**config.mk**
```make
export PLATFORM = sky130hd
export DESIGN_NAME = dlpb_loop_ctrl
export DESIGN_NICKNAME = d
export VERILOG_FILES = /design/src/inc/dlpb_pkg.sv /design/src/inc/dlpb_pbo_if.sv /design/src/rtl/dlpb_loop_ctrl.sv /design/src/rtl/dlpb_pbo_engine.sv
export SDC_FILE = /design/constraint.sdc
export NUM_CORES = 1
export LEC_CHECK = 0
export BUFFER_PORTS_ARGS = -buffer_cell sky130_fd_sc_hd__buf_2
export CORE_MARGIN = 8
export CORE_UTILIZATION = 56
export DETAILED_ROUTE_END_ITERATION = 10
export PLACE_DENSITY = 0.8
export REMOVE_ABC_BUFFERS = 1
export SETUP_SLACK_MARGIN = 0.2
export SYNTH_ARGS = -nofsm -noshare
export SYNTH_HDL_FRONTEND = slang
export SYNTH_HIERARCHICAL = 1
export SYNTH_SLANG_ARGS = --single-unit
```
**constraint.sdc**
```tcl
create_clock -name i_ref_clk -period 3.4 [get_ports i_ref_clk]
set_clock_uncertainty 0.15 [all_clocks]
set_input_delay 1.02 -clock i_ref_clk [delete_from_list [all_inputs] [get_ports i_ref_clk]]
set_output_delay 1.02 -clock i_ref_clk [all_outputs]
set_load 0.02 [all_outputs]
```
**src/inc/dlpb_pkg.sv**
```systemverilog
// Summary of operation
// Damping code maps to 5 below 8 Hz; at 8 Hz code 1 gives 2.5.
// At 18/35/70 Hz codes 1..3 give 1.2/2.5/5; codes 4,5 rise with bandwidth.
// Loop bandwidth is one of ten steps from 0.1 Hz to 70 Hz.
// Wide acquisition bandwidth while unlocked, narrow locked bandwidth once locked.
// The system supplies a 12.800 MHz master oscillator.
// Two trim bytes form one unsigned value; each step adds 0.0196229 ppm.
// Trim resets to 39321 (zero offset); full range spans -771 to +514 ppm.
// Loss of the selected reference requests reselection and triggers phase absorption.
// Absorption holds over, measures new input phase, then adds a compensating offset.
// The output phase step after absorption stays within 5 ns.
// Absorption can be enabled, disabled or frozen; enabled after reset, freeze needs enable.
// While frozen, later events are ignored and the held offset is kept.
// Enabling absorption while locked triggers an absorption event.
// Without automatic selection only the locked bandwidth is used.
// A new trim value is applied only after both bytes are written.
`default_nettype none
package dlpb_pkg;

  // ---------------------------------------------------------------
  // Register offsets
  // ---------------------------------------------------------------
  localparam logic [7:0] REG_LOOP_STATUS = 8'h09;
  localparam logic [7:0] REG_AUTO_BW     = 8'h3B;
  localparam logic [7:0] REG_XO_TRIM_LO  = 8'h3C;
  localparam logic [7:0] REG_XO_TRIM_HI  = 8'h3D;
  localparam logic [7:0] REG_PSA_CTRL    = 8'h48;
  localparam logic [7:0] REG_LOCKED_BW   = 8'h67;
  localparam logic [7:0] REG_ACQ_BW      = 8'h69;
  localparam logic [7:0] REG_DAMPING     = 8'h6B;

  // ---------------------------------------------------------------
  // Field positions and reset values
  // ---------------------------------------------------------------
  localparam int          AUTO_BW_EN_BIT = 0;
  localparam int          PSA_EN_BIT     = 2;
  localparam int          PSA_FREEZE_BIT = 3;
  localparam logic [15:0] XO_TRIM_RST    = 16'h9999;
  localparam logic [2:0]  DAMPING_RST    = 3'h3;
  localparam logic [3:0]  LOCKED_BW_RST  = 4'h3;
  localparam logic [3:0]  ACQ_BW_RST     = 4'h6;

  // ---------------------------------------------------------------
  // Bandwidth steps: 0.1 0.3 0.6 1.2 2.5 4 8 18 35 70 Hz
  // ---------------------------------------------------------------
  localparam logic [3:0] BW_4HZ      = 4'h5;
  localparam logic [3:0] BW_8HZ      = 4'h6;
  localparam logic [3:0] BW_18HZ     = 4'h7;
  localparam logic [3:0] BW_35HZ     = 4'h8;
  localparam logic [3:0] BW_STEP_MAX = 4'h9;

  // ---------------------------------------------------------------
  // Physical figures
  // ---------------------------------------------------------------
  localparam real XO_NOMINAL_MHZ   = 12.800;
  localparam real XO_TRIM_STEP_PPM = 0.0196229;
  localparam int  PSA_MAX_STEP_PS  = 5000;

  // Damping factor selections.
  typedef enum logic [2:0] {
    DAMP_1P2 = 3'h0,
    DAMP_2P5 = 3'h1,
    DAMP_5   = 3'h2,
    DAMP_10  = 3'h3,
    DAMP_20  = 3'h4
  } dlpb_damp_e;

  // Phase absorption engine states.
  typedef enum logic [3:0] {
    PSA_IDLE  = 4'h1,
    PSA_HOLD  = 4'h2,
    PSA_MEAS  = 4'h4,
    PSA_APPLY = 4'h8
  } dlpb_psa_e;

endpackage
`default_nettype wire

```
**src/inc/dlpb_pbo_if.sv**
```systemverilog
`timescale 1ns/1ps
`default_nettype none
// Control and result path between the loop controller and the absorption engine.
interface dlpb_psa_if #(
  parameter int PHASE_W = 16
);
  logic                 trigger;
  logic                 enable;
  logic                 freeze;
  logic [PHASE_W-1:0]   phase_meas;
  logic                 phase_valid;
  logic                 holdover;
  logic                 busy;
  logic [PHASE_W+3:0]   offset;

  modport ctl (output trigger, enable, freeze, phase_meas, phase_valid,
               input holdover, busy, offset);
  modport eng (input trigger, enable, freeze, phase_meas, phase_valid,
               output holdover, busy, offset);
endinterface
`default_nettype wire

```
**src/rtl/dlpb_loop_ctrl.sv**
```systemverilog
`timescale 1ns/1ps
`default_nettype none
module dlpb_loop_ctrl #(
  parameter int PHASE_W      = 16,
  parameter int PHASE_LSB_PS = 100
) (
  // Clock and reset.
  input  wire logic                 i_ref_clk,
  input  wire logic                 i_rstn,
  // Register port from the serial interface.
  input  wire logic [7:0]           i_reg_addr,
  input  wire logic                 i_reg_wr,
  input  wire logic                 i_reg_rd,
  input  wire logic [7:0]           i_reg_wdata,
  output logic      [7:0]           o_reg_rdata,
  // Loop and reference status.
  input  wire logic                 i_locked,
  input  wire logic                 i_ref_lost,
  input  wire logic [PHASE_W-1:0]   i_phase_meas,
  input  wire logic                 i_phase_valid,
  // Loop settings and absorption results.
  output logic      [3:0]           o_bw_step,
  output logic      [2:0]           o_damping,
  output logic      [15:0]          o_xo_trim,
  output logic                      o_reselect_req,
  output logic                      o_holdover,
  output logic      [PHASE_W+3:0]   o_phase_offset
);
  import dlpb_pkg::*;

  // ---------------------------------------------------------------
  // Parameter check
  // ---------------------------------------------------------------
  if (PHASE_W < 8 || PHASE_W > 28)
  begin : g_bad_width
    $error("Phase width out of range.");
  end

  // ---------------------------------------------------------------
  // Decoding functions
  // ---------------------------------------------------------------
  // Out-of-range bandwidth codes are held at the widest step.
  function automatic logic [3:0] clamp_bw(input logic [3:0] code);
    clamp_bw = (code > BW_STEP_MAX) ? BW_STEP_MAX : code;
  endfunction

  // Damping factor allowed for a bandwidth step and selection code.
  function automatic dlpb_damp_e damp_map(input logic [3:0] bw, input logic [2:0] code);
    damp_map = DAMP_5;
    if (code == 3'h1 && bw >= BW_18HZ)
    begin
      damp_map = DAMP_1P2;
    end
    else if ((code == 3'h1 && bw == BW_8HZ) || (code == 3'h2 && bw >= BW_18HZ))
    begin
      damp_map = DAMP_2P5;
    end
    else if ((code == 3'h4 && bw >= BW_35HZ) || (code == 3'h5 && bw == BW_35HZ))
    begin
      damp_map = DAMP_10;
    end
    else if (code == 3'h5 && bw == BW_STEP_MAX)
    begin
      damp_map = DAMP_20;
    end
  endfunction

  // ---------------------------------------------------------------
  // State
  // ---------------------------------------------------------------
  logic [2:0]  damp_code_reg, damp_code_next;
  logic        auto_bw_reg, auto_bw_next;
  logic [3:0]  lock_bw_reg, lock_bw_next;
  logic [3:0]  acq_bw_reg, acq_bw_next;
  logic [7:0]  stage_lo_reg, stage_lo_next;
  logic [7:0]  stage_hi_reg, stage_hi_next;
  logic        lo_seen_reg, lo_seen_next;
  logic        hi_seen_reg, hi_seen_next;
  logic [15:0] trim_reg, trim_next;
  logic        psa_en_reg, psa_en_next;
  logic        psa_frz_reg, psa_frz_next;
  logic        en_prev_reg, en_prev_next;
  logic        trig_reg, trig_next;
  logic        resel_reg, resel_next;
  logic [3:0]  bw_reg, bw_next;
  logic [2:0]  damp_reg, damp_next;
  logic [7:0]  rdata_reg, rdata_next;
  logic        wr_lo, wr_hi;
  logic [3:0]  bw_active;

  dlpb_psa_if #(.PHASE_W(PHASE_W)) psa ();

  // Register writes, trim staging and absorption control.
  always_comb
  begin
    damp_code_next = damp_code_reg;
    auto_bw_next   = auto_bw_reg;
    lock_bw_next   = lock_bw_reg;
    acq_bw_next    = acq_bw_reg;
    stage_lo_next  = stage_lo_reg;
    stage_hi_next  = stage_hi_reg;
    lo_seen_next   = lo_seen_reg;
    hi_seen_next   = hi_seen_reg;
    trim_next      = trim_reg;
    psa_en_next    = psa_en_reg;
    psa_frz_next   = psa_frz_reg;
    wr_lo          = i_reg_wr && (i_reg_addr == REG_XO_TRIM_LO);
    wr_hi          = i_reg_wr && (i_reg_addr == REG_XO_TRIM_HI);
    if (i_reg_wr)
    begin
      case (i_reg_addr)
        REG_DAMPING:   damp_code_next = i_reg_wdata[2:0];
        REG_AUTO_BW:   auto_bw_next   = i_reg_wdata[AUTO_BW_EN_BIT];
        REG_LOCKED_BW: lock_bw_next   = i_reg_wdata[3:0];
        REG_ACQ_BW:    acq_bw_next    = i_reg_wdata[3:0];
        REG_PSA_CTRL:
        begin
          psa_en_next  = i_reg_wdata[PSA_EN_BIT];
          psa_frz_next = i_reg_wdata[PSA_FREEZE_BIT] & i_reg_wdata[PSA_EN_BIT];
        end
        default:
        begin
          psa_en_next = psa_en_reg;
        end
      endcase
    end
    // The trim value is taken from two byte locations, committed as one word.
    if (wr_lo)
    begin
      stage_lo_next = i_reg_wdata;
      lo_seen_next  = 1'b1;
    end
    if (wr_hi)
    begin
      stage_hi_next = i_reg_wdata;
      hi_seen_next  = 1'b1;
    end
    if (lo_seen_next && hi_seen_next)
    begin
      trim_next    = {stage_hi_next, stage_lo_next};
      lo_seen_next = 1'b0;
      hi_seen_next = 1'b0;
    end
    en_prev_next = psa_en_reg;
    // Reference loss, or enabling while locked, raises the absorption trigger.
    trig_next  = i_ref_lost || (psa_en_reg && !en_prev_reg && i_locked);
    resel_next = i_ref_lost;
  end

  // Bandwidth, damping and read data.
  always_comb
  begin
    if (auto_bw_reg && !i_locked)
    begin
      bw_active = clamp_bw(acq_bw_reg);
    end
    else
    begin
      bw_active = clamp_bw(lock_bw_reg);
    end
    bw_next    = bw_active;
    damp_next  = damp_map(bw_active, damp_code_reg);
    rdata_next = rdata_reg;
    if (i_reg_rd)
    begin
      case (i_reg_addr)
        REG_DAMPING:     rdata_next = {5'h00, damp_code_reg};
        REG_AUTO_BW:     rdata_next = {7'h00, auto_bw_reg};
        REG_LOCKED_BW:   rdata_next = {4'h0, lock_bw_reg};
        REG_ACQ_BW:      rdata_next = {4'h0, acq_bw_reg};
        REG_XO_TRIM_LO:  rdata_next = trim_reg[7:0];
        REG_XO_TRIM_HI:  rdata_next = trim_reg[15:8];
        REG_PSA_CTRL:    rdata_next = {4'h0, psa_frz_reg, psa_en_reg, 2'h0};
        REG_LOOP_STATUS: rdata_next = {1'b0, psa.busy, psa.holdover, i_locked, bw_reg};
        default:         rdata_next = 8'h00;
      endcase
    end
  end

  // Register all control state.
  always_ff @(posedge i_ref_clk)
  begin
    if (!i_rstn)
    begin
      damp_code_reg <= DAMPING_RST;
      auto_bw_reg   <= 1'b0;
      lock_bw_reg   <= LOCKED_BW_RST;
      acq_bw_reg    <= ACQ_BW_RST;
      stage_lo_reg  <= XO_TRIM_RST[7:0];
      stage_hi_reg  <= XO_TRIM_RST[15:8];
      lo_seen_reg   <= 1'b0;
      hi_seen_reg   <= 1'b0;
      trim_reg      <= XO_TRIM_RST;
      psa_en_reg    <= 1'b1;
      psa_frz_reg   <= 1'b0;
      en_prev_reg   <= 1'b1;
      trig_reg      <= 1'b0;
      resel_reg     <= 1'b0;
      bw_reg        <= LOCKED_BW_RST;
      damp_reg      <= DAMP_5;
      rdata_reg     <= 8'h00;
    end
    else
    begin
      damp_code_reg <= damp_code_next;
      auto_bw_reg   <= auto_bw_next;
      lock_bw_reg   <= lock_bw_next;
      acq_bw_reg    <= acq_bw_next;
      stage_lo_reg  <= stage_lo_next;
      stage_hi_reg  <= stage_hi_next;
      lo_seen_reg   <= lo_seen_next;
      hi_seen_reg   <= hi_seen_next;
      trim_reg      <= trim_next;
      psa_en_reg    <= psa_en_next;
      psa_frz_reg   <= psa_frz_next;
      en_prev_reg   <= en_prev_next;
      trig_reg      <= trig_next;
      resel_reg     <= resel_next;
      bw_reg        <= bw_next;
      damp_reg      <= damp_next;
      rdata_reg     <= rdata_next;
    end
  end

  // Drive the absorption engine.
  assign psa.trigger     = trig_reg;
  assign psa.enable      = psa_en_reg;
  assign psa.freeze      = psa_frz_reg;
  assign psa.phase_meas  = i_phase_meas;
  assign psa.phase_valid = i_phase_valid;

  dlpb_psa_engine #(
    .PHASE_W      (PHASE_W),
    .PHASE_LSB_PS (PHASE_LSB_PS)
  ) u_engine (
    .i_ref_clk (i_ref_clk),
    .i_rstn    (i_rstn),
    .psa       (psa.eng)
  );

  // Outputs from flip-flops.
  assign o_reg_rdata    = rdata_reg;
  assign o_bw_step      = bw_reg;
  assign o_damping      = damp_reg;
  assign o_xo_trim      = trim_reg;
  assign o_reselect_req = resel_reg;
  assign o_holdover     = psa.holdover;
  assign o_phase_offset = psa.offset;
endmodule
`default_nettype wire

```
**src/rtl/dlpb_pbo_engine.sv**
```systemverilog
`timescale 1ns/1ps
`default_nettype none
module dlpb_psa_engine #(
  parameter int PHASE_W      = 16,
  parameter int PHASE_LSB_PS = 100
) (
  // Clock and reset.
  input  wire logic i_ref_clk,
  input  wire logic i_rstn,
  // Engine side of the absorption path.
  dlpb_psa_if.eng   psa
);
  import dlpb_pkg::*;

  // ---------------------------------------------------------------
  // Parameter check
  // ---------------------------------------------------------------
  // The whole measured step is absorbed, so the residual is below one
  // phase step, which must not exceed the allowed transient.
  if (PHASE_LSB_PS > PSA_MAX_STEP_PS || PHASE_LSB_PS < 1)
  begin : g_bad_lsb
    $error("Phase step too coarse for the allowed transient.");
  end

  // ---------------------------------------------------------------
  // State
  // ---------------------------------------------------------------
  dlpb_psa_e          state_reg, state_next;
  logic               pend_reg, pend_next;
  logic               hold_reg, hold_next;
  logic               busy_reg, busy_next;
  logic [PHASE_W+3:0] ofs_reg, ofs_next;

  // Sequence: enter holdover, measure the new input, absorb the step.
  always_comb
  begin
    state_next = state_reg;
    pend_next  = pend_reg;
    ofs_next   = ofs_reg;
    case (state_reg)
      PSA_IDLE:
        if ((psa.trigger || pend_reg) && !psa.freeze)
        begin
          state_next = PSA_HOLD;
          pend_next  = 1'b0;
        end
      PSA_HOLD:
        state_next = PSA_MEAS;
      PSA_MEAS:
        if (psa.phase_valid)
        begin
          ofs_next   = ofs_reg + {{4{psa.phase_meas[PHASE_W-1]}}, psa.phase_meas};
          state_next = PSA_APPLY;
        end
      PSA_APPLY:
        state_next = PSA_IDLE;
      default:
        state_next = PSA_IDLE;
    endcase
    // A switch during a running absorption is remembered, not lost.
    if (psa.trigger && state_reg != PSA_IDLE)
    begin
      pend_next = 1'b1;
    end
    // Frozen engine drops pending work; disabled engine clears the offset.
    if (psa.freeze)
    begin
      pend_next = 1'b0;
    end
    if (!psa.enable)
    begin
      state_next = PSA_IDLE;
      pend_next  = 1'b0;
      ofs_next   = '0;
    end
    hold_next = (state_next == PSA_HOLD) || (state_next == PSA_MEAS);
    busy_next = (state_next != PSA_IDLE);
  end

  // Register the engine state.
  always_ff @(posedge i_ref_clk)
  begin
    if (!i_rstn)
    begin
      state_reg <= PSA_IDLE;
      pend_reg  <= 1'b0;
      hold_reg  <= 1'b0;
      busy_reg  <= 1'b0;
      ofs_reg   <= '0;
    end
    else
    begin
      state_reg <= state_next;
      pend_reg  <= pend_next;
      hold_reg  <= hold_next;
      busy_reg  <= busy_next;
      ofs_reg   <= ofs_next;
    end
  end

  // Results are presented from flip-flops.
  assign psa.holdover = hold_reg;
  assign psa.busy     = busy_reg;
  assign psa.offset   = ofs_reg;
endmodule
`default_nettype wire

```
# After elaboration in Yosys (flattened, before gate mapping)
# Cells that the tools add are included.
classes:
  add_sub_neg: 1
  magnitude_cmp: 4
  eq_ne: 22
  n_mux: 19
  bitwise: 3
  reduce_logical: 36
ops:
  columns: ["operator", "count"]
  rows:
  - ["8-bit case mux with 8 select lines", 1]
  - ["8-bit by 7-bit equality test with 1-bit output, second input constant", 4]
  - ["8-bit by 6-bit equality test with 1-bit output, second input constant", 3]
  - ["4-bit two-way mux", 6]
  - ["20-bit adder", 1]
  - ["8-bit two-way mux", 2]
  - ["2-bit AND reduction", 8]
  - ["1-bit logical AND", 14]
  - ["4-bit by 3-bit equality test with 1-bit output, second input constant", 3]
  - ["4-bit case mux with 3 select lines", 1]
  - ["4-bit by 2-bit equality test with 1-bit output, second input constant", 2]
  - ["4-bit equality test, second input constant", 2]
  - ["8-bit by 4-bit equality test with 1-bit output, second input constant", 1]
  - ["4-bit > comparator, second input constant", 2]
  - ["4-bit by 1-bit != test with 1-bit output, second input constant", 2]
  - ["3-bit equality test, second input constant", 2]
  - ["2-bit two-way mux", 3]
  - ["1-bit logical OR", 5]
  - ["1-bit two-way mux", 5]
  - ["4-bit by 1-bit equality test with 1-bit output, second input constant", 1]
  - ["4-bit by 3-bit greater-or-equal comparator with 1-bit output, second input constant", 1]
  - ["4-bit greater-or-equal comparator, second input constant", 1]
  - ["2-bit nonzero test", 2]
  - ["2-bit OR reduction", 2]
  - ["8 further kinds", 11]
word_totals:
  reg_bits: 93
  inputBits: 39
  out_inout_bits: 53
  word_cells: 109

# Depth between registers and ports, before layout
depth:
  depth_word: 9
  depth_mapped: 8

# Cells and area by module
# Netlist, hierarchy kept.
by_module_without_submodules:
  columns: ["mod", "instances", "cells_per_inst", "area_per_inst_um2", "seq_area_each_um2"]
  rows:
  - ["dlpb_loop_ctrl", 1, 310, 2996.6, 1321.3]
  - ["dlpb_psa_engine", 1, 259, 2044.5, 540.5]

# Worst setup path before layout
# Ideal clock, no wire load.
synth_timing:
  kind: "input to register"
  startpoint: "input i_phase_meas[0]"
  endpoint: "register u_engine.ofs_reg[18] (netlist: u_engine/psa.offset[18])"
  setup_ns: 0.062
  arrival_ns: 2.828
  required_time_ns: 3.188
  setup_slack_ns: 0.359
  cell_stages: 8
  path_buffers: 0
  cell_sequence: "ha_1 > fa_1 > a211oi_2 > o211ai_2 > a41oi_2 > nor3_1 > or3_1 > nand3_1"
synth_between:
  elab_chain_cells: 1
synth_rtl:
  columns: ["item", "line_no", "rtl"]
  rows:
  - ["start: declaration", "dlpb_loop_ctrl.sv:19", "input wire logic [PHASE_W-1:0] i_phase_meas,"]
  - ["20-bit adder", "dlpb_pbo_engine.sv:52", "ofs_next = ofs_reg + {{4{psa.phase_meas[PHASE_W-1]}}, psa.phase_meas};"]
  - ["end signal: assignment", "dlpb_pbo_engine.sv:97", "ofs_reg <= ofs_next;"]
  - ["end: declaration", "dlpb_pbo_engine.sv:32", "logic [PHASE_W+3:0] ofs_reg, ofs_next;"]
# Every way passes these cells.
# A chain may end at the register's enable or synchronous reset.

# Final worst setup path
layout_timing:
  startpoint: "input i_phase_meas[0]"
  endpoint: "register u_engine.ofs_reg[14] (netlist: u_engine/psa.offset[14])"
# Same word-level chain as after synthesis.

==> impl_metrics.yaml <==
clock_network:
  path_clk_slew_ns: 0.10
  cts_tree: "built"
  cts_max_path_buffers: 2
  insertion_delay_ns: 0.36
  clock-sinks: 93
  cts-root-buf: "clkbuf_8"
  cts_resized: 0
  ctsHoldBuffers: 0
  cts_buffers: 9
  htree_levels: 3
  post_cts_buffers: 0
detailed_routing:
  vias_per_cell: 6.17
  drt_iter0_drc: 250
  wire_per_inst_um: 17.9
  wirelength_mm: 13.7
  antenna_left: 0
  route.detailed.drc: 0
  drtPass1Iterations: 5
  via_count: 4719
floorplan:
  start_util: 0.578
  die_w_um: 111
  core_region_area_um2: 8720
  die-area_um2: 12300
  die_h_um: 111
  pin_count: 92
  rows: 34
logic_synthesis:
  synth.area.top_cells: "dfxtp_1 37%, mux2i_1 7.1%, ha_1 4.7%"
  synth_cells: 569
  ys.flop_type: "dfxtp_1"
  netlist_area_um2: 5040
  yosys_warnings: 6
  synth-async-reset-ratio: 0
  synth_top_area_share: 0.369
  synth.most_common_cell: "dfxtp_1"
  synth_area_per_cell_um2: 8.86
  synth.distinct_cells: 77
  yosysSeqAreaShare: 0.369
  ys_ff_latch: 93
  synth.top_cells.by_count: "93 x dfxtp_1, 61 x nand2_1, 43 x nor2_1"
  synth_area_leader_cell: "dfxtp_1"
  synth-edff-count: 0
setup_path:
  cp_cell_sequence: "buf_2 > ha_1 > fa_1 > a211oi_2 > o211ai_2 > a41oi_2 > buf_4 > o21bai_1 > xnor2_1 > o21ai_0"
  slowest_delay_ns: 0.45
  critical_path_required_ns: 3.53
  worstPathArrival_ns: 2.99
  reg2reg_slack_ns: 0.97
  cp-end-kind: "flop"
  path_class: "primary input to flop"
  critPathMaxFanout: 4
  start_kind: "primary input"
  crit_slowest_cell: "fa_1"
timing:
  rsz0062_at_grt: "false"
  slew_headroom: 0.605
  min_period_ns: 2.86
  hold_viol: 0
  worst_pin_slew_ns: 0.591
  max_freq_mhz: 350
  fin_crit_sh: 0.840
  final_max_slew_viol_count: 0
  setup_viol_count_final: 0
  tns_ns: 0
job:
  cap_violations: 0
global_route:
  overflow: 0
  antenna_found_initial: 1
  grt_max_degree: 27
  grt_pass1_wl_mm: 22.2
  grt_pass1_vias: 4490
  gr-usage-all-layers: 0.211
final_layout:
  area_growth_pct: 14.4
  final_util: 0.661
  num_antenna_cells: 0
  layout.nets: 711
  largest_reg_flops: 20
  drive_above_1_share: 0.231
  design_area_um2: 5770
outcome:
  status: "completed"
pwr:
  p_leak_nw: 2.42
  power_density_nw_per_um2: 347
  p_total_mw: 2.00
  ir_drop_v: 0.000234
place:
  place_congestion: 0.931
  dpl_cell_area_um2: 5570
  portBuffers: 91
  dp_hpwl_mm: 9.90
worst_hold_path:
  hp-class: "flop to flop"
## worst max-delay path: cells and delay by family
kind / cells / cell delay, ns
XOR/XNOR: 1 / 0.12
AO/OA/AOI/OAI: 5 / 0.89
buffers and inverters: 2 / 0.27
adder cells (fa/ha/maj): 2 / 0.68
## path summary, 6_finish.rpt
check                                             from                       to  depth (start not counted)
worst min register to register         stage_lo_reg[4]          stage_lo_reg[4]                          2
worst max-delay path                   i_phase_meas[0]  u_engine/psa.offset[14]                         10
worst max register to register  u_engine/psa.offset[0]  u_engine/psa.offset[14]                          9
worst min-delay path                   stage_lo_reg[4]          stage_lo_reg[4]                          2
## routing by layer
layer | up-vias | part of all wire | GRT usage
li1 | 2281 | - | -
met1 | 2205 | 0.44 | 0.276
met2 | 211 | 0.46 | 0.332
met3 | 20 | 0.082 | 0.0492
met4 | 2 | 0.013 | 0.0739
met5 | - | 0.00073 | 0
## cell usage in the layout (no fill, tap or decap), drive strengths merged, types with 5 or more instances in the layout
cell    synthesis  routed
ha             19      19
xnor2           5       5
dfxtp          93      93
a211oi         13      13
o21ai          32      32
nor2           44      44
a21oi          47      47
nand3          30      30
and2            5       5
nor3           21      21
and3            5       5
o21a            5       5
mux2i          36      36
nand4           8       8
clkbuf         17       9
nand3b          8       8
a31oi           8       8
buf            14     103
nor3b           8       8
inv            11      15
a22o            5       5
nand2          61      61
## where the power goes
group | internal [mW] | total, mW | switching [mW]
sequential | 1.09 | 1.10 | 0.00355
clock | 0.291 | 0.742 | 0.452
combinational | 0.0579 | 0.161 | 0.103
total | 1.44 | 2.00 | 0.559
## stage by stage
| step | setup WS (ns) | hold WS (ns) | std cells |
|---|---|---|---|
| 3_5_place_dp | 0.198 | 0.304 | 749 |
| 5_1_grt | 0.432 | 0.354 | 765 |
| 2_1_floorplan | 0.358 | 0.287 | 538 |
| 6_report | 0.543 | 0.328 | 765 |
| 4_1_cts | 0.543 | 0.329 | 765 |
| 3_3_place_gp | 0.212 | 0.301 | 749 |
## layout make-up
type,count,area [um^2]
clock buffer,9,124
clock inverter,7,73.8
fill,711,2960
inverter,11,41.3
multi-input combinational,434,2980
sequential,93,1860
tap,108,135
timing repair buffer,103,546
## cells by family (layout without fill, tap and decap cells)
| kind of cell | count (synthesis) | after routing | synth area share |
|---|---|---|---|
| muxes | 40 | 40 | 0.0812 |
| xor gates and xnor gates | 8 | 8 | 0.0139 |
| buffers and inverters | 42 | 130 | 0.0387 |
| and+or+nand+nor | 216 | 216 | 0.234 |
| DFF | 93 | 93 | 0.369 |
| adders and majority gates | 20 | 20 | 0.0511 |
| AOI/OAI and AO/OA | 150 | 150 | 0.212 |
No activity file was read; power rests on OpenSTA's default activity.
